[config.mk]
export PLATFORM = sky130hd
export DESIGN_NAME = frp_policy
export DESIGN_NICKNAME = d
export VERILOG_FILES = /design/src/frp_pkg.sv /design/src/frp_tmr_if.sv /design/src/frp_delay_timer.sv /design/src/frp_policy.sv
export SDC_FILE = /design/constraint.sdc
export NUM_CORES = 1
export LEC_CHECK = 0
export ABC_AREA = 1
export BUFFER_PORTS_ARGS = -buffer_cell sky130_fd_sc_hd__buf_2
export CAP_MARGIN = 20
export CORE_UTILIZATION = 54
export DETAILED_ROUTE_END_ITERATION = 10
export PLACE_DENSITY = 0.86
export SLEW_MARGIN = 20
export SYNTH_ARGS = -nofsm -noshare
export SYNTH_HDL_FRONTEND = slang
export SYNTH_SLANG_ARGS = --single-unit
[constraint.sdc]
create_clock -name sys_clk -period 4.3 [get_ports sys_clk]
set_input_delay 0.43 -clock sys_clk [delete_from_list [all_inputs] [get_ports sys_clk]]
set_output_delay 0.43 -clock sys_clk [all_outputs]
set_load 0.01 [all_outputs]
[src/frp_pkg.sv]
// package for the fault response policy block
package frp_pkg;
	// ************************************
	// configuration byte layout
	// ************************************
	localparam int RESP_HI  = 7;
	localparam int RESP_LO  = 6;
	localparam int RETRY_HI = 5;
	localparam int RETRY_LO = 3;
	localparam int DELAY_HI = 2;
	localparam int DELAY_LO = 0;
	localparam logic [7:0] CFG_RESET = 8'h00;
	localparam logic [7:0] TIMING_CMD = 8'hD2;
	localparam logic [15:0] UNIT_RESET = 16'h0001;

	// ************************************
	// codes
	// ************************************
	localparam logic [1:0] RESP_IGNORE  = 2'h0;
	localparam logic [1:0] RESP_DELAYED = 2'h1;
	localparam logic [1:0] RESP_SHUTDN  = 2'h2;
	localparam logic [1:0] RESP_RESUME  = 2'h3;
	localparam logic [2:0] RETRY_NONE   = 3'h0;
	localparam logic [2:0] RETRY_MAX_N  = 3'h5;
	localparam logic [2:0] RETRY_FOREVER = 3'h7;

	// ************************************
	// states
	// ************************************
	typedef enum logic [2:0] {
		FRP_RUN     = 3'b000,
		FRP_GRACE   = 3'b001,
		FRP_WAIT    = 3'b010,
		FRP_TRY     = 3'b011,
		FRP_LATCHED = 3'b100,
		FRP_HOLD    = 3'b101
	} frp_state_e;
endpackage : frp_pkg

[src/frp_tmr_if.sv]
// interface between the policy machine and its delay timer
`timescale 1ns/100ps
interface frp_tmr_if;
	logic        start;
	logic        clear;
	logic [2:0]  exp;
	logic [15:0] unit;
	logic        done;
	modport ctrl (output start, output clear, output exp, output unit,
		input done);
	modport tmr  (input start, input clear, input exp, input unit,
		output done);
endinterface : frp_tmr_if

[src/frp_delay_timer.sv]
// delay timer: 2**exp units of unit cycles each
`timescale 1ns/100ps
module frp_delay_timer #(
	parameter int UNIT_W = 16
) (
	input  wire logic sys_clk,
	input  wire logic sys_rst,
	frp_tmr_if.tmr    t
);
	logic [UNIT_W-1:0] tick;
	logic [UNIT_W-1:0] next_tick;
	logic [7:0]        units;
	logic [7:0]        next_units;
	logic              run;
	logic              next_run;
	logic              done;
	logic              next_done;

	always_comb begin
		next_tick  = tick;
		next_units = units;
		next_run   = run;
		next_done  = 1'b0;
		if (t.clear) begin
			next_run = 1'b0;
		end else if (t.start) begin
			next_run   = 1'b1;
			next_tick  = '0;
			next_units = 8'(8'h01 << t.exp);
		end else if (run) begin
			// unit of zero is treated as one cycle
			if (tick + 1'b1 >= t.unit || t.unit == '0) begin
				next_tick = '0;
				if (units == 8'h01) begin
					next_run  = 1'b0;
					next_done = 1'b1;
				end else begin
					next_units = units - 8'h01;
				end
			end else begin
				next_tick = tick + 1'b1;
			end
		end
	end

	always_ff @(posedge sys_clk) begin
		if (sys_rst) begin
			tick  <= '0;
			units <= 8'h00;
			run   <= 1'b0;
			done  <= 1'b0;
		end else begin
			tick  <= next_tick;
			units <= next_units;
			run   <= next_run;
			done  <= next_done;
		end
	end

	assign t.done = done;
endmodule : frp_delay_timer

[src/frp_policy.sv]
// fault response policy for one monitored fault
`timescale 1ns/100ps
module frp_policy (
	input  wire logic       sys_clk,
	input  wire logic       sys_rst,
	input  wire logic       fault_pin,
	input  wire logic       cfg_we,
	input  wire logic [7:0] cfg_cmd,
	input  wire logic [15:0] cfg_wdata,
	input  wire logic       cmd_on,
	input  wire logic       bias_ok,
	input  wire logic       other_fault,
	input  wire logic       fault_clear,
	output logic [7:0]      cfg_rdata,
	output logic            out_enable,
	output logic            fault_latched,
	output logic [2:0]      attempts,
	output logic [2:0]      state_out
);
	// ************************************
	// pin synchroniser
	// ************************************
	logic fault_s1;
	logic fault_s2;
	always_ff @(posedge sys_clk) begin
		if (sys_rst) begin
			fault_s1 <= 1'b0;
			fault_s2 <= 1'b0;
		end else begin
			fault_s1 <= fault_pin;
			fault_s2 <= fault_s1;
		end
	end

	// ************************************
	// configuration registers
	// ************************************
	logic [7:0]  cfg;
	logic [7:0]  next_cfg;
	logic [15:0] unit;
	logic [15:0] next_unit;

	always_comb begin
		next_cfg  = cfg;
		next_unit = unit;
		if (cfg_we && cfg_cmd == frp_pkg::TIMING_CMD) begin
			next_unit = cfg_wdata;
		end else if (cfg_we) begin
			next_cfg = cfg_wdata[7:0];
		end
	end

	always_ff @(posedge sys_clk) begin
		if (sys_rst) begin
			cfg  <= frp_pkg::CFG_RESET;
			unit <= frp_pkg::UNIT_RESET;
		end else begin
			cfg  <= next_cfg;
			unit <= next_unit;
		end
	end

	logic [1:0] resp;
	logic [2:0] retry;
	assign resp  = cfg[frp_pkg::RESP_HI:frp_pkg::RESP_LO];
	assign retry = cfg[frp_pkg::RETRY_HI:frp_pkg::RETRY_LO];

	// ************************************
	// delay timer
	// ************************************
	frp_tmr_if tif ();
	frp_delay_timer #(.UNIT_W(16)) u_tmr (
		.sys_clk (sys_clk),
		.sys_rst (sys_rst),
		.t       (tif)
	);

	// ************************************
	// policy machine
	// ************************************
	frp_pkg::frp_state_e state;
	frp_pkg::frp_state_e next_state;
	logic [2:0] cnt;
	logic [2:0] next_cnt;
	logic       en;
	logic       next_en;
	logic       latch;
	logic       next_latch;
	logic       tstart;
	logic       tclear;
	logic       stop_all;

	// 111 values 110 also treated as limited (6 attempts)
	function automatic logic tries_left(input logic [2:0] r,
		input logic [2:0] c);
		tries_left = (r == frp_pkg::RETRY_FOREVER) || (c < r);
	endfunction : tries_left

	assign stop_all = !cmd_on || !bias_ok || other_fault;

	always_comb begin
		next_state = state;
		next_cnt   = cnt;
		next_en    = en;
		next_latch = latch;
		tstart     = 1'b0;
		tclear     = 1'b0;
		if (fault_clear) begin
			next_state = frp_pkg::FRP_RUN;
			next_cnt   = 3'h0;
			next_latch = 1'b0;
			next_en    = 1'b1;
			tclear     = 1'b1;
		end else begin
			case (state)
				frp_pkg::FRP_RUN: begin
					next_en = 1'b1;
					if (fault_s2) begin
						case (resp)
							frp_pkg::RESP_IGNORE: next_en = 1'b1;
							frp_pkg::RESP_DELAYED: begin
								tstart     = 1'b1;
								next_state = frp_pkg::FRP_GRACE;
							end
							frp_pkg::RESP_SHUTDN: begin
								next_en    = 1'b0;
								next_latch = 1'b1;
								tstart     = 1'b1;
								next_state = frp_pkg::FRP_WAIT;
							end
							default: begin
								next_en    = 1'b0;
								next_state = frp_pkg::FRP_HOLD;
							end
						endcase
					end
				end
				frp_pkg::FRP_GRACE: begin
					if (tif.done) begin
						if (fault_s2) begin
							next_en    = 1'b0;
							next_latch = 1'b1;
							tstart     = 1'b1;
							next_state = frp_pkg::FRP_WAIT;
						end else begin
							next_state = frp_pkg::FRP_RUN;
						end
					end
				end
				frp_pkg::FRP_WAIT: begin
					if (retry == frp_pkg::RETRY_NONE) begin
						tclear     = 1'b1;
						next_state = frp_pkg::FRP_LATCHED;
					end else if (retry == frp_pkg::RETRY_FOREVER &&
						stop_all) begin
						tclear     = 1'b1;
						next_state = frp_pkg::FRP_LATCHED;
					end else if (tif.done) begin
						if (tries_left(retry, cnt)) begin
							next_en    = 1'b1;
							if (retry != frp_pkg::RETRY_FOREVER) begin
								next_cnt = cnt + 3'h1;
							end
							tstart     = 1'b1;
							next_state = frp_pkg::FRP_TRY;
						end else begin
							next_state = frp_pkg::FRP_LATCHED;
						end
					end
				end
				frp_pkg::FRP_TRY: begin
					// attempt lasts one delay period; fault ends it
					if (fault_s2) begin
						next_en    = 1'b0;
						next_state = frp_pkg::FRP_WAIT;
					end else if (tif.done) begin
						next_latch = 1'b0;
						next_cnt   = 3'h0;
						next_state = frp_pkg::FRP_RUN;
					end
				end
				frp_pkg::FRP_LATCHED: begin
					next_en = 1'b0;
				end
				frp_pkg::FRP_HOLD: begin
					next_en = 1'b0;
					if (!fault_s2) begin
						next_en    = 1'b1;
						next_state = frp_pkg::FRP_RUN;
					end
				end
				default: begin
					next_state = frp_pkg::FRP_RUN;
				end
			endcase
		end
	end

	assign tif.start = tstart;
	assign tif.clear = tclear;
	assign tif.exp   = cfg[frp_pkg::DELAY_HI:frp_pkg::DELAY_LO];
	assign tif.unit  = unit;

	always_ff @(posedge sys_clk) begin
		if (sys_rst) begin
			state <= frp_pkg::FRP_RUN;
			cnt   <= 3'h0;
			en    <= 1'b1;
			latch <= 1'b0;
		end else begin
			state <= next_state;
			cnt   <= next_cnt;
			en    <= next_en;
			latch <= next_latch;
		end
	end

	// ************************************
	// outputs
	// ************************************
	always_ff @(posedge sys_clk) begin
		if (sys_rst) begin
			cfg_rdata     <= 8'h00;
			out_enable    <= 1'b0;
			fault_latched <= 1'b0;
			attempts      <= 3'h0;
			state_out     <= 3'h0;
		end else begin
			cfg_rdata     <= cfg;
			out_enable    <= en;
			fault_latched <= latch;
			attempts      <= cnt;
			state_out     <= state;
		end
	end
endmodule : frp_policy

### Word-level counts from Yosys, hierarchy flattened

Cells that the tools add are included.

| storage, ports and cells | value |
|---|---|
| register bits | 76 |
| latch bits | 0 |
| RAM bits | 0 |
| ROM bits | 0 |
| word-level logic and storage cells | 146 |
| memories kept | 0 |

| operators by class | value |
|---|---|
| add/sub/neg operators | 3 |
| multipliers | 0 |
| div/mod/pow operators | 0 |
| magnitude comparators | 2 |
| equality and inequality tests | 27 |
| shifts and indexed selects | 1 |
| mux-type cells | 62 |
| bitwise logic cells | 5 |
| reduce and logical (&&, ||, !) cells | 29 |

Operators by type and width:

| kind | count |
|---|---|
| $mux W16 | 3 |
| $mux W3 | 15 |
| $mux W1 | 33 |
| $mux W8 | 4 |
| $ne A2 B2 Y1 const B | 11 |
| $pmux W3 S6 | 1 |
| $add A16 B1 Y16 const B | 1 |
| $ge A16 B16 Y1 | 1 |
| $logic_not A16 Y1 | 1 |
| $reduce_and A7 Y1 | 2 |
| $eq A3 B3 Y1 const B | 3 |
| $pmux W3 S3 | 1 |
| $eq A8 B1 Y1 const B | 1 |
| $eq A8 B8 Y1 const B | 1 |
| $reduce_and A8 Y1 | 1 |
| $reduce_or A2 Y1 | 4 |
| $shl A1 B3 Y8 const A | 1 |
| $sub A8 B1 Y8 const B | 1 |
| $eq A3 B2 Y1 const B | 2 |
| $logic_not A3 Y1 | 2 |
| $ne A2 B1 Y1 const B | 3 |
| $pmux W1 S3 | 2 |
| $pmux W1 S6 | 1 |
| $pmux W3 S2 | 1 |
| other kinds (21) | 33 |

### Logic depth before layout (Yosys ltp)

Gate-level depths: netlist of run 1.

| depth | value |
|---|---|
| depth in word-level cells | 10 |
| mapped depth | 24 |
| depth with buffers taken out | 24 |

### Modules after synthesis

A second synthesis of run 1 with hierarchy kept.

| unflattened totals | value |
|---|---|
| cells, all modules | 651 |
| area, all modules | 4468.0 µm² |

By module, submodules not included:

| module | times used | cells an instance | area an instance (µm²) | sequential area each (µm²) |
|---|---|---|---|---|
| frp_policy | 1 | 307 | 2283.4 | 1001.0 |
| frp_delay_timer | 1 | 344 | 2184.6 | 520.5 |

### Worst setup path before layout of run 1

Ideal clock, no wire load.

| path | value |
|---|---|
| kind | register to register |
| from | register u_tmr.tick[0] |
| to | register u_tmr.run |
| setup time | 116 ps |
| arrival time | 2485 ps |
| data required time | 4184 ps |
| slack | 1699 ps |
| cell stages (with the launch flop) | 17 |
| cells stage by stage | dfxtp_1 > ha_1 > nand2_1 > nor2_2 > nand3_1 > nor2_1 > xor2_1 > inv_1 > ha_1 > nand2_1 > o21a_1 > nand2_1 > nor2_1 > nand2_1 > clkbuf_1 > nand3_1 > and3_1 |

| between the ends | value |
|---|---|
| cells in the longest elaborated chain, start to end | 6 |

Ends and longest elaborated chain:

| element | line | source |
|---|---|---|
| start: declaration | frp_delay_timer.sv:10 | `logic [UNIT_W-1:0] tick;` |
| start signal: assignment | frp_delay_timer.sv:53 | `tick <= next_tick;` |
| $add A16 B1 Y16 | frp_delay_timer.sv:32 | `if (tick + 1'b1 >= t.unit \|\| t.unit == '0) begin` |
| $ge A16 B16 Y1 | frp_delay_timer.sv:32 |  |
| $logic_or A1 B1 Y1 | frp_delay_timer.sv:32 |  |
| $mux W1 | frp_delay_timer.sv:32 |  |
| $mux W1 | frp_delay_timer.sv:30 | `end else if (run) begin` |
| $mux W1 | frp_delay_timer.sv:26 | `end else if (t.start) begin` |
| end signal: assignment | frp_delay_timer.sv:55 | `run <= next_run;` |
| end: declaration | frp_delay_timer.sv:14 | `logic run;` |

Every way passes these cells.
A chain may end at the register's enable or synchronous reset.

### Final worst setup path of run 1

| path | value |
|---|---|
| from | register u_tmr.tick[0] |
| to | register u_tmr.tick[1] |

| between the ends | value |
|---|---|
| cells in the longest elaborated chain, start to end | 6 |

Ends and longest elaborated chain:

| element | line |
|---|---|
| $add A16 B1 Y16 (*) | frp_delay_timer.sv:32, frp_delay_timer.sv:41 |
| $ge A16 B16 Y1 | frp_delay_timer.sv:32 |
| $logic_or A1 B1 Y1 | frp_delay_timer.sv:32 |
| $mux W16 (*) | frp_delay_timer.sv:32 |
| $mux W16 (*) | frp_delay_timer.sv:30 |
| $mux W16 (*) | frp_delay_timer.sv:26 |

Mark *: on every way between the ends. The rest lies on a longest branch, timed or not. The select of a mux whose other input is x is not followed.

==> out/metrics.cfg, run 1 <==
[outcome]
status = complete, no violations

[placement]
place.gp.congestion = 0.9771
hpwl_um = 7387
dp.cells = 749
port_buffers = 47
postPlaceCellArea_sq_um = 4578

[floorplanning]
start_util = 0.5563
die-area_sq_um = 8322
row_count = 32
fp.dieW_um = 91.23
pin_count = 48
core-area_sq_um = 7727
die_h_um = 91.23

[finish]
finalNonFillerCells = 765
area_growth_pct = 11.32
layout.nets = 716
insertedDiodeCount = 0
drive_above_1_share = 0.1418
final_cell_area_sq_um = 4786
fillers = 692

[worst_setup_path]
cp-end-kind = register
max_stage_delay_ns = 0.39
crit_type = register to register
crit_fanout = 15
startpoint_type = register
cp.arrival_ns = 3.58
path_cells = ha_1, nand2_1, nor2_2, nand3_1, nor2_1, inv_1, o21ai_1, nand2_1, inv_1, ha_1, nand2_1, inv_1, nand2_1, nand2_1, nand2_1, nand2_1, nor2_1, nand2_1, inv_1, nand2_1, nor2_1, nand2_1, a21oi_2
crit_path_frequent_cell = nand2_1
cp.required_ns = 4.58
cp_slowest_cell = dfxtp_1

[synth]
synth_commonest_cells = nand2_1, nor2_1, inv_1
yosys-top-cells-area = dfxtp_1, nand2_1, nor2_1, ha_1, inv_1
synth_edf_count = 0
ys_ff_latch = 76
yosysTopAreaCell = dfxtp_1
synth-main-ff-cell = dfxtp_1
syn_avg_cell_area_sq_um = 6.979
post_synth_inst_count = 616
synth.most_common_cell = nand2_1
synth_top_area_share = 0.3539
yosys_warnings = 0
async_flop_share = 0
syn_area_sq_um = 4299
ys_types = 39
yosysSeqAreaShare = 0.3539
syn-num-nets = 674

[global_route]
grt-ovfl-total = 0
grt_pass1_vias = 3977
antenna_found_initial = 0
grt_pass1_wl_um = 17070
grt_start_max_net_pins = 52
track_usage = 0.2549

[cts]
cts_tree = done
clkTransAtPathRegs_ns = 0.09
numCtsBuffers = 9
clk_latency_ns = 0.36
cts_resized = 0
post-cts-setup-buffers = 0
cts.sinks = 76
clockBufferDepth = 2
ctsHoldBuffers = 0
cts_max_level = 3
cts_root_buffer = clkbuf_8

[pwr]
power_density_nw_per_um2 = 294.9
p_leak_nw = 2.157
peakVddDrop_mv = 0.1914
total_power_mw = 1.411

[hold_path]
worst_hold_path_type = input pin to register

[route]
drtAntennaViolNets = 0
post-route-drc-count = 0
num_vias = 4085
routed_wl_um = 10040
drt-wirelength-per-cell_um = 13.12
first_pass_iters = 5
drt-vias-per-instance = 5.340
drt_iter0_drc = 265

[sta]
fin_crit_ns = 3.294
drv_slew = 0
tightest_slew_ns = 0.8293
fin_skew_ns = 0.01021
slew_headroom = 0.4465
period_share = 0.7659
rsz0062_at_grt = no
finalHoldViolCount = 0
setup_viol = 0
fmax_ghz = 0.3036
tns_ns = 0

[job]
max-cap-violations = 0

area by class of cell:
cell class                      count  area (sq um)  area share
Multi-Input combinational cell    438          2371      0.4954
Clock buffer                        9         123.9     0.02588
Tap cell                          102         127.6     0.02667
Inverter                           85         319.1     0.06667
Timing Repair Buffer               48         242.7     0.05072
Clock inverter                      7         80.08     0.01673
Sequential cell                    76          1521      0.3179
path summary, 6_finish.rpt:
| path | from | endpoint | slack, ns | depth (start not counted) |
|---|---|---|---|---|
| max | u_tmr.tick[0]$_SDFFE_PP0P_ | u_tmr.tick[1]$_SDFFE_PP0P_ | 1.01 | 23 |
| min reg2reg | fault_s1$_SDFF_PP0_ | fault_s2$_SDFF_PP0_ | 0.42 | 2 |
| max reg2reg | u_tmr.tick[0]$_SDFFE_PP0P_ | u_tmr.tick[1]$_SDFFE_PP0P_ | 1.01 | 23 |
| min | fault_pin | fault_s1$_SDFF_PP0_ | 0.28 | 3 |
power by group:
part	switching, mW	total [mW]	leakage [nW]	internal [mW]
clock	0.284	0.559	0.0968	0.275
combinational	0.0816	0.125	1.44	0.0436
sequential	0.0105	0.727	0.616	0.717
cells in the final DEF (no fill, tap or decap), drive strengths merged:
master      n
xor2       10
nor4        3
clkbuf      9
o21bai      1
o21ai      20
xnor2       6
o31ai       1
nand3b      1
nor2       99
nand2     135
a21oi      41
o211ai      2
a221oi      1
inv        87
bufinv      1
clkinv      2
dfxtp      76
nor3       23
nor4b       1
clkinvlp    2
and3        1
o22ai       2
nand3      38
or2         1
o21a        2
nand4       9
ha         26
a211oi     15
buf        48
metal layers:
metal | vias to the layer above | part of all wire | global-route usage
li1 | 2062 | - | -
met1 | 1890 | 0.42 | 0.2864
met2 | 111 | 0.51 | 0.4672
met3 | 22 | 0.048 | 0.05863
met4 | 0 | 0.020 | 0.09259
met5 | - | 0 | 0
registers in the layout (all words and copies together), names as in the netlist:
register       count
attempts           3
cfg                8
cfg_rdata          8
cnt                3
en                 1
fault_latched      1
fault_s1           1
fault_s2           1
latch              1
out_enable         1
state              3
state_out          3
tif.unit          16
u_tmr.run          1
u_tmr.t.done       1
u_tmr.tick        16
u_tmr.units        8
worst max-delay path, delay by kind of cell (launching register included):
kind / cells / cell delay, ns
compound gates: 2 / 0.26
fa+ha+maj: 2 / 0.42
buf+inv: 4 / 0.48
flops: 1 / 0.39
simple gates: 15 / 1.64
metrics by stage:
step	worst slack (ns)	hold WS (ns)	utilization
after floorplan	1.699	0.3883	-
after global placement	1.223	0.3994	0.5925
after detailed placement	1.128	0.4046	0.5925
after CTS	1.092	0.2758	0.6188
after global routing	0.6106	0.2717	0.6193
final	1.006	0.2778	0.6193
cells by family (layout without fill, tap and decap cells):
family,Yosys count,after routing,share of synthesized area
xor gates and xnor gates,16,16,0.03260
and+or+nand+nor,311,311,0.3149
AOI/OAI and AO/OA,85,85,0.1275
buffers and inverters,102,149,0.09546
DFF,76,76,0.3539
adders and majority gates,26,26,0.07567
(Power assumes the default switching activity.)
==> run 2: changes to the inputs <==
- CORE_UTILIZATION: 54 -> 53
- PLACE_DENSITY: 0.86 -> 0.88
- clock period: 4.3 -> 2.8 ns (I/O delays scaled with it)
==> out/metrics.cfg, run 2 (synthesis gave the netlist of run 1 again) <==
[hold_path]
worst_hold_path_type = input pin to register  ; unchanged
worstHoldStart = fault_pin  ; unchanged
hold_path_depth = 3  ; unchanged
holdPathEnd = fault_s1$_SDFF_PP0_  ; unchanged

[job]
max-cap-violations = 0  ; unchanged

[finish]
finalNonFillerCells = 791  ; was 765
area_growth_pct = 22.21  ; was 11.32%
multi_input_comb_area_sq_um = 2599  ; was 2371 sq um
layout.nets = 742  ; was 716
insertedDiodeCount = 0  ; unchanged
seqCellArea_sq_um = 1540  ; was 1521 sq um
fillers = 610  ; was 692
layout_common_cells = nand2_1, nor2_1, inv_1  ; unchanged
drive_above_1_share = 0.2380  ; was 0.1418
top_regs = tif.unit (16), u_tmr.tick (16)  ; unchanged
final_cell_area_sq_um = 5254  ; was 4786 sq um
layout_commonest_cell = nand2_1  ; unchanged

[cts]
cts_root_buffer = clkbuf_8  ; unchanged
cts.sinks = 76  ; unchanged
clockBufferDepth = 2  ; unchanged
clk_latency_ns = 0.37  ; was 0.36 ns
cts_tree = done  ; unchanged
clkTransAtPathRegs_ns = 0.08  ; was 0.09 ns
numCtsBuffers = 9  ; unchanged
cts_max_level = 3  ; unchanged

[worst_setup_path]
crit_fanout = 5  ; was 15
cp.required_ns = 3.10  ; was 4.58 ns
r2r_start = u_tmr.tick[6]$_SDFFE_PP0P_  ; was u_tmr.tick[0]$_SDFFE_PP0P_
max_stage_delay_ns = 0.39  ; about the same
crit_type = register to register  ; unchanged
cp.arrival_ns = 3.19  ; was 3.58 ns
cp-end-kind = register  ; unchanged
startpoint_type = register  ; unchanged
path_cells = nand4_1, nor2_2, nand2_2, buf_4, o21bai_1, nand2_1, inv_1, ha_1, a21oi_2, o21a_1, nand2_2, nor2_4, nand2_4, buf_4, nor3_1, nand2_1, a21oi_2  ; was ha_1, nand2_1, nor2_2, nand3_1, nor2_1, inv_1, o21ai_1, nand2_1, inv_1, ha_1, nand2_1, inv_1, nand2_1, nand2_1, nand2_1, nand2_1, nor2_1, nand2_1, inv_1, nand2_1, nor2_1, nand2_1, a21oi_2
reg2reg_depth = 17  ; was 23
r2r_setup_slack_ns = -0.09  ; was 1.01 ns
cp_slowest_cell = dfxtp_4  ; was dfxtp_1
r2r_end = u_tmr.tick[5]$_SDFFE_PP0P_  ; was u_tmr.tick[1]$_SDFFE_PP0P_

[sta]
fmax_ghz = 0.3460  ; was 0.3036 GHz
period_share = 1.032  ; was 0.7659
slew_headroom = 0.4151  ; was 0.4465
drv_slew = 0  ; unchanged
fin_skew_ns = 0.01162  ; was 0.01021 ns
tns_ns = -0.4557  ; was 0 ns
tightest_slew_ns = 0.8764  ; was 0.8293 ns
finalHoldViolCount = 0  ; unchanged
setup_viol = 13  ; was 0
fin_ws_ns = -0.09051  ; was 1.006 ns
hold_ws_ns = 0.1173  ; was 0.2778 ns
fin_crit_ns = 2.891  ; was 3.294 ns

[global_route]
grt_start_max_net_pins = 33  ; was 52
antenna_found_initial = 0  ; unchanged
grt-ovfl-total = 0  ; unchanged
grt_pass1_vias = 4205  ; was 3977
grt_pass1_wl_um = 18150  ; was 17070 um
track_usage = 0.2667  ; was 0.2549

[placement]
port_buffers = 47  ; unchanged
hpwl_um = 7761  ; was 7387 um
place.gp.congestion = 0.8782  ; was 0.9771
postPlaceCellArea_sq_um = 4698  ; was 4578 sq um
dp.cells = 765  ; was 749

[floorplanning]
row_count = 32  ; unchanged
die_h_um = 92.07  ; was 91.23 um
start_util = 0.5535  ; was 0.5563
core-area_sq_um = 7767  ; was 7727 sq um
die-area_sq_um = 8476  ; was 8322 sq um
pin_count = 48  ; unchanged
fp.dieW_um = 92.07  ; was 91.23 um

[pwr]
total_power_mw = 2.279  ; was 1.411 mW
p_leak_nw = 2.343  ; was 2.157 nW
peakVddDrop_mv = 0.2956  ; was 0.1914 mV
power_density_nw_per_um2 = 433.7  ; was 294.9 nW/um^2

[route]
routed_wl_um = 12260  ; was 10040 um
drt-wirelength-per-cell_um = 15.50  ; was 13.12 um
drtAntennaViolNets = 0  ; unchanged
num_vias = 4449  ; was 4085
first_pass_iters = 5  ; unchanged
drt_iter0_drc = 392  ; was 265
post-route-drc-count = 0  ; unchanged
drt-vias-per-instance = 5.625  ; was 5.340

[outcome]
status = complete, but fails checks  ; was complete, no violations
violations = negative setup slack

run 2: changes by cell type in the layout (fill, tap and decap cells not counted), moves of 6 or more:
| cell | before | now |
|---|---|---|
| nand2_1 | 129 | 121 |
| buf_4 | 1 | 25 |
| nor3_2 | 0 | 6 |
| nor3_1 | 23 | 15 |
| dfxtp_1 | 76 | 69 |
run 2: repair_timing:
action	4_1_cts	5_1_grt
resized for setup	16	45
gates cloned	0	0
hold buffers	0	0
buffers inserted	2	8
pin swaps	7	21
setup endpoints to repair	21	26
run 2: worst max-delay path: cells and delay by family, from the launching register on:
kind | cells | cell delay [ns]
AND/OR/NAND/NOR | 9 | 1.22
flip-flops | 1 | 0.39
buffers and inverters | 3 | 0.40
adder cells (fa/ha/maj) | 1 | 0.26
AO/OA/AOI/OAI | 4 | 0.55
run 2: metal layers:
metal / wire length, um / vias to the layer above / global-route usage
met3: 881 / 74 / 0.04975
li1: - / 2117 / -
met1: 4496 / 1999 / 0.2848
met2: 6179 / 259 / 0.4932
met5: 0 / - / 0
met4: 702 / 0 / 0.1419
run 2: worst max-delay path by stage:
stage	from	to	slack, ns	cells past startpoint
2_1_floorplan	u_tmr.tick[0]$_SDFFE_PP0P_	u_tmr.run$_SDFF_PP0_	0.20	16
3_3_place_gp	u_tmr.tick[0]$_SDFFE_PP0P_	u_tmr.tick[8]$_SDFFE_PP0P_	0.09	22
3_5_place_dp	u_tmr.tick[0]$_SDFFE_PP0P_	u_tmr.tick[4]$_SDFFE_PP0P_	-0.08	22
4_1_cts	u_tmr.tick[0]$_SDFFE_PP0P_	u_tmr.tick[6]$_SDFFE_PP0P_	0.002	22
5_1_grt	u_tmr.tick[6]$_SDFFE_PP0P_	u_tmr.tick[5]$_SDFFE_PP0P_	-0.20	17
6_report	u_tmr.tick[6]$_SDFFE_PP0P_	u_tmr.tick[5]$_SDFFE_PP0P_	-0.09	17
run 2: area by class of cell:
class                   count  area share
clock buffers               9     0.02358
clock inverters             7     0.01881
inverters                  85     0.06073
multi-input cells         438      0.4946
flip-flops and latches     76      0.2932
well taps                 102     0.02429
repair buffers             74     0.08478
run 2: through the flow:
step | setup slack, ns | utilization
3_5_place_dp | -0.07843 | 0.6049
2_1_floorplan | 0.1993 | -
3_3_place_gp | 0.08506 | 0.6049
6_report | -0.09051 | 0.6764
4_1_cts | 0.001797 | 0.6447
5_1_grt | -0.1991 | 0.6764
run 2: power breakdown:
| group | total, mW | internal (mW) | switching (mW) |
|---|---|---|---|
| Combinational | 0.212 | 0.0763 | 0.136 |
| Sequential | 1.11 | 1.10 | 0.0161 |
| Clock | 0.954 | 0.506 | 0.448 |
==> run 3: changes to the inputs <==
- CORE_UTILIZATION: 53 -> 31
- MAX_ROUTING_LAYER: default -> met4
- PLACE_DENSITY: 0.88 -> 0.61
==> out/metrics.cfg, run 3 (synthesis gave the netlist of run 1 again) <==
[outcome]
status = complete, no violations  ; was complete, but fails checks

[global_route]
antenna_found_initial = 0  ; unchanged
grt_start_max_net_pins = 33  ; unchanged
grt-ovfl-total = 0  ; unchanged
grt_pass1_wl_um = 17180  ; was 18150 um
track_usage = 0.1560  ; was 0.2667
grt_pass1_vias = 3622  ; was 4205

[finish]
area_growth_pct = 26.98  ; was 22.21%
drive_above_1_share = 0.2428  ; was 0.2380
insertedDiodeCount = 0  ; unchanged
layout_commonest_cell = nand2_1  ; unchanged
layout_common_cells = nand2_1, nor2_1, inv_1  ; unchanged
layout.nets = 745  ; was 742
finalNonFillerCells = 868  ; was 791
top_regs = tif.unit (16), u_tmr.tick (16)  ; unchanged

[cts]
numCtsBuffers = 9  ; unchanged
ctsHoldBuffers = 0  ; unchanged
clk_latency_ns = 0.35  ; was 0.37 ns
cts_tree = done  ; unchanged
cts_root_buffer = clkbuf_16  ; was clkbuf_8
cts.sinks = 76  ; unchanged
clkTransAtPathRegs_ns = 0.06  ; was 0.08 ns
clockBufferDepth = 2  ; unchanged
cts_max_level = 3  ; unchanged

[route]
drt-wirelength-per-cell_um = 12.35  ; was 15.50 um
post-route-drc-count = 0  ; unchanged
num_vias = 3995  ; was 4449
drtAntennaViolNets = 0  ; unchanged
drt_iter0_drc = 268  ; was 392
first_pass_iters = 4  ; was 5
drt-vias-per-instance = 4.603  ; was 5.625
routed_wl_um = 10720  ; was 12260 um

[sta]
hold_ws_ns = 0.1424  ; was 0.1173 ns
fin_skew_ns = 0.008145  ; was 0.01162 ns
finalHoldViolCount = 0  ; unchanged
setup_viol = 0  ; was 13
tns_ns = 0  ; was -0.4557 ns
slew_headroom = 0.3832  ; was 0.4151
fmax_ghz = 0.3760  ; was 0.3460 GHz
period_share = 0.9498  ; was 1.032
fin_ws_ns = 0.1405  ; was -0.09051 ns
tightest_slew_ns = 0.9241  ; was 0.8764 ns
drv_slew = 0  ; unchanged
fin_crit_ns = 2.659  ; was 2.891 ns

[worst_setup_path]
r2r_setup_slack_ns = 0.14  ; was -0.09 ns
r2r_end = u_tmr.tick[4]$_SDFFE_PP0P_  ; was u_tmr.tick[5]$_SDFFE_PP0P_
max_stage_delay_ns = 0.33  ; was 0.39 ns
cp_slowest_cell = dfxtp_1  ; was dfxtp_4
cp.arrival_ns = 2.94  ; was 3.19 ns
crit_path_frequent_cell = nand2_1
cp.buffers_inverters = 3  ; unchanged
cp_top_family = simple AND/OR/NAND/NOR gates  ; unchanged
crit_fanout = 5  ; unchanged
r2r_start = u_tmr.tick[3]$_SDFFE_PP0P_  ; was u_tmr.tick[6]$_SDFFE_PP0P_
path_cells = nand4_1, nor2_2, nand2_1, buf_4, o21bai_1, nand2_2, inv_1, ha_4, a21oi_2, o21a_1, nand2_1, nor2_2, nand2_4, buf_4, nor3_1, nand2_1, a21oi_2  ; was nand4_1, nor2_2, nand2_2, buf_4, o21bai_1, nand2_1, inv_1, ha_1, a21oi_2, o21a_1, nand2_2, nor2_4, nand2_4, buf_4, nor3_1, nand2_1, a21oi_2
crit_type = register to register  ; unchanged
cp-end-kind = register  ; unchanged
cp.required_ns = 3.08  ; was 3.10 ns
startpoint_type = register  ; unchanged
reg2reg_depth = 17  ; unchanged

[placement]
hpwl_um = 7818  ; was 7761 um
dp_slack_ns = -0.01711  ; was -0.07843 ns
place.gp.congestion = 0.8820  ; was 0.8782
port_buffers = 47  ; unchanged
dp.cells = 846  ; was 765

[pwr]
total_power_mw = 2.527  ; was 2.279 mW
pwr-share-comb = 0.081  ; was 0.093
power.internal_mw = 1.918  ; was 1.679 mW
power_density_nw_per_um2 = 463.0  ; was 433.7 nW/um^2
p_sw_mw = 0.6094  ; was 0.5999 mW
p_leak_nw = 2.408  ; was 2.343 nW
switching_share = 0.2411  ; was 0.2633
p_seq_frac = 0.441  ; was 0.488
peakVddDrop_mv = 0.2928  ; was 0.2956 mV
p_clk_frac = 0.478  ; was 0.419

[hold_path]
worstHoldStart = fault_pin  ; unchanged
hold_path_depth = 3  ; unchanged
worst_hold_path_type = input pin to register  ; unchanged
holdPathEnd = fault_s1$_SDFF_PP0_  ; unchanged

[floorplanning]
die_h_um = 119.8  ; was 92.07 um
fp.dieW_um = 119.8  ; was 92.07 um
row_count = 42  ; was 32
pin_count = 48  ; unchanged
start_util = 0.3208  ; was 0.5535
core-area_sq_um = 13400  ; was 7767 sq um
die-area_sq_um = 14340  ; was 8476 sq um

[job]
max-cap-violations = 0  ; unchanged

## run 3: cell types whose count changed in the layout (fill, tap and decap cells not counted), sizes merged
| cell | previous run | this run |
|---|---|---|
| buf | 74 | 76 |
| clkinv | 4 | 1 |
| inv | 85 | 86 |
| nand2 | 135 | 136 |
| bufinv | 2 | 1 |
| clkbuf | 9 | 12 |
## run 3: power groups by stage
| stage | logic [mW] | registers, mW | clock network (mW) |
|---|---|---|---|
| 2_1_floorplan | 0.126 | 1.14 | 0 |
| 3_3_place_gp | 0.193 | 1.14 | 0 |
| 3_5_place_dp | 0.192 | 1.14 | 0 |
| 4_1_cts | 0.194 | 1.12 | 1.25 |
| 5_1_grt | 0.231 | 1.12 | 1.28 |
| 6_report | 0.204 | 1.11 | 1.21 |
## run 3: worst min-delay path, stage by stage
cell	delay (ns)
buf_2	0.10
inv_1	0.04
nor2_1	0.03
## run 3: worst max path at each step
stage                     slack, ns                  startpoint  depth (start not counted)                          end
after floorplan                0.20  u_tmr.tick[0]$_SDFFE_PP0P_                         16         u_tmr.run$_SDFF_PP0_
after global placement         0.03  u_tmr.tick[0]$_SDFFE_PP0P_                         22  u_tmr.tick[15]$_SDFFE_PP0P_
after detailed placement      -0.02  u_tmr.tick[0]$_SDFFE_PP0P_                         22  u_tmr.tick[15]$_SDFFE_PP0P_
after CTS                    0.0009  u_tmr.tick[0]$_SDFFE_PP0P_                         22  u_tmr.tick[15]$_SDFFE_PP0P_
after global routing          -0.02  u_tmr.tick[0]$_SDFFE_PP0P_                         22   u_tmr.tick[7]$_SDFFE_PP0P_
final                          0.14  u_tmr.tick[3]$_SDFFE_PP0P_                         17   u_tmr.tick[4]$_SDFFE_PP0P_
## run 3: layout make-up
| class | instances | area (sq um) |
|---|---|---|
| clock inverters | 4 | 55.05 |
| inverters | 85 | 321.6 |
| flip-flops and latches | 76 | 1538 |
| multi-input cells | 439 | 2608 |
| fillers | 1393 | 7941 |
| clock buffers | 12 | 256.5 |
| repair buffers | 76 | 460.4 |
| well taps | 176 | 220.2 |
## run 3: stage by stage
| stage | area [sq um] | utilization |
|---|---|---|
| global placement | 4843 | 0.3614 |
| detailed placement | 4843 | 0.3614 |
| global route | 5459 | 0.4074 |
| floorplan | 4299 | - |
| finish | 5459 | 0.4074 |
| CTS | 5160 | 0.3851 |
## run 3: metal layers
layer  vias up  routed length, um  GRT usage  part of all wire
met5         -                  0          -                 0
met4         0                160    0.05625             0.015
met3        11                474    0.03707             0.044
met2        73               4985     0.2489              0.46
met1      1785               5102     0.1915              0.48
li1       2126                  -          -                 -
## run 3: repair_timing
action,in CTS,in global routing
hold endpoints to repair,0,0
setup endpoints to repair,5,25
resized for setup,2,62
pin swaps,0,28
setup buffers,0,5
gates cloned,0,1
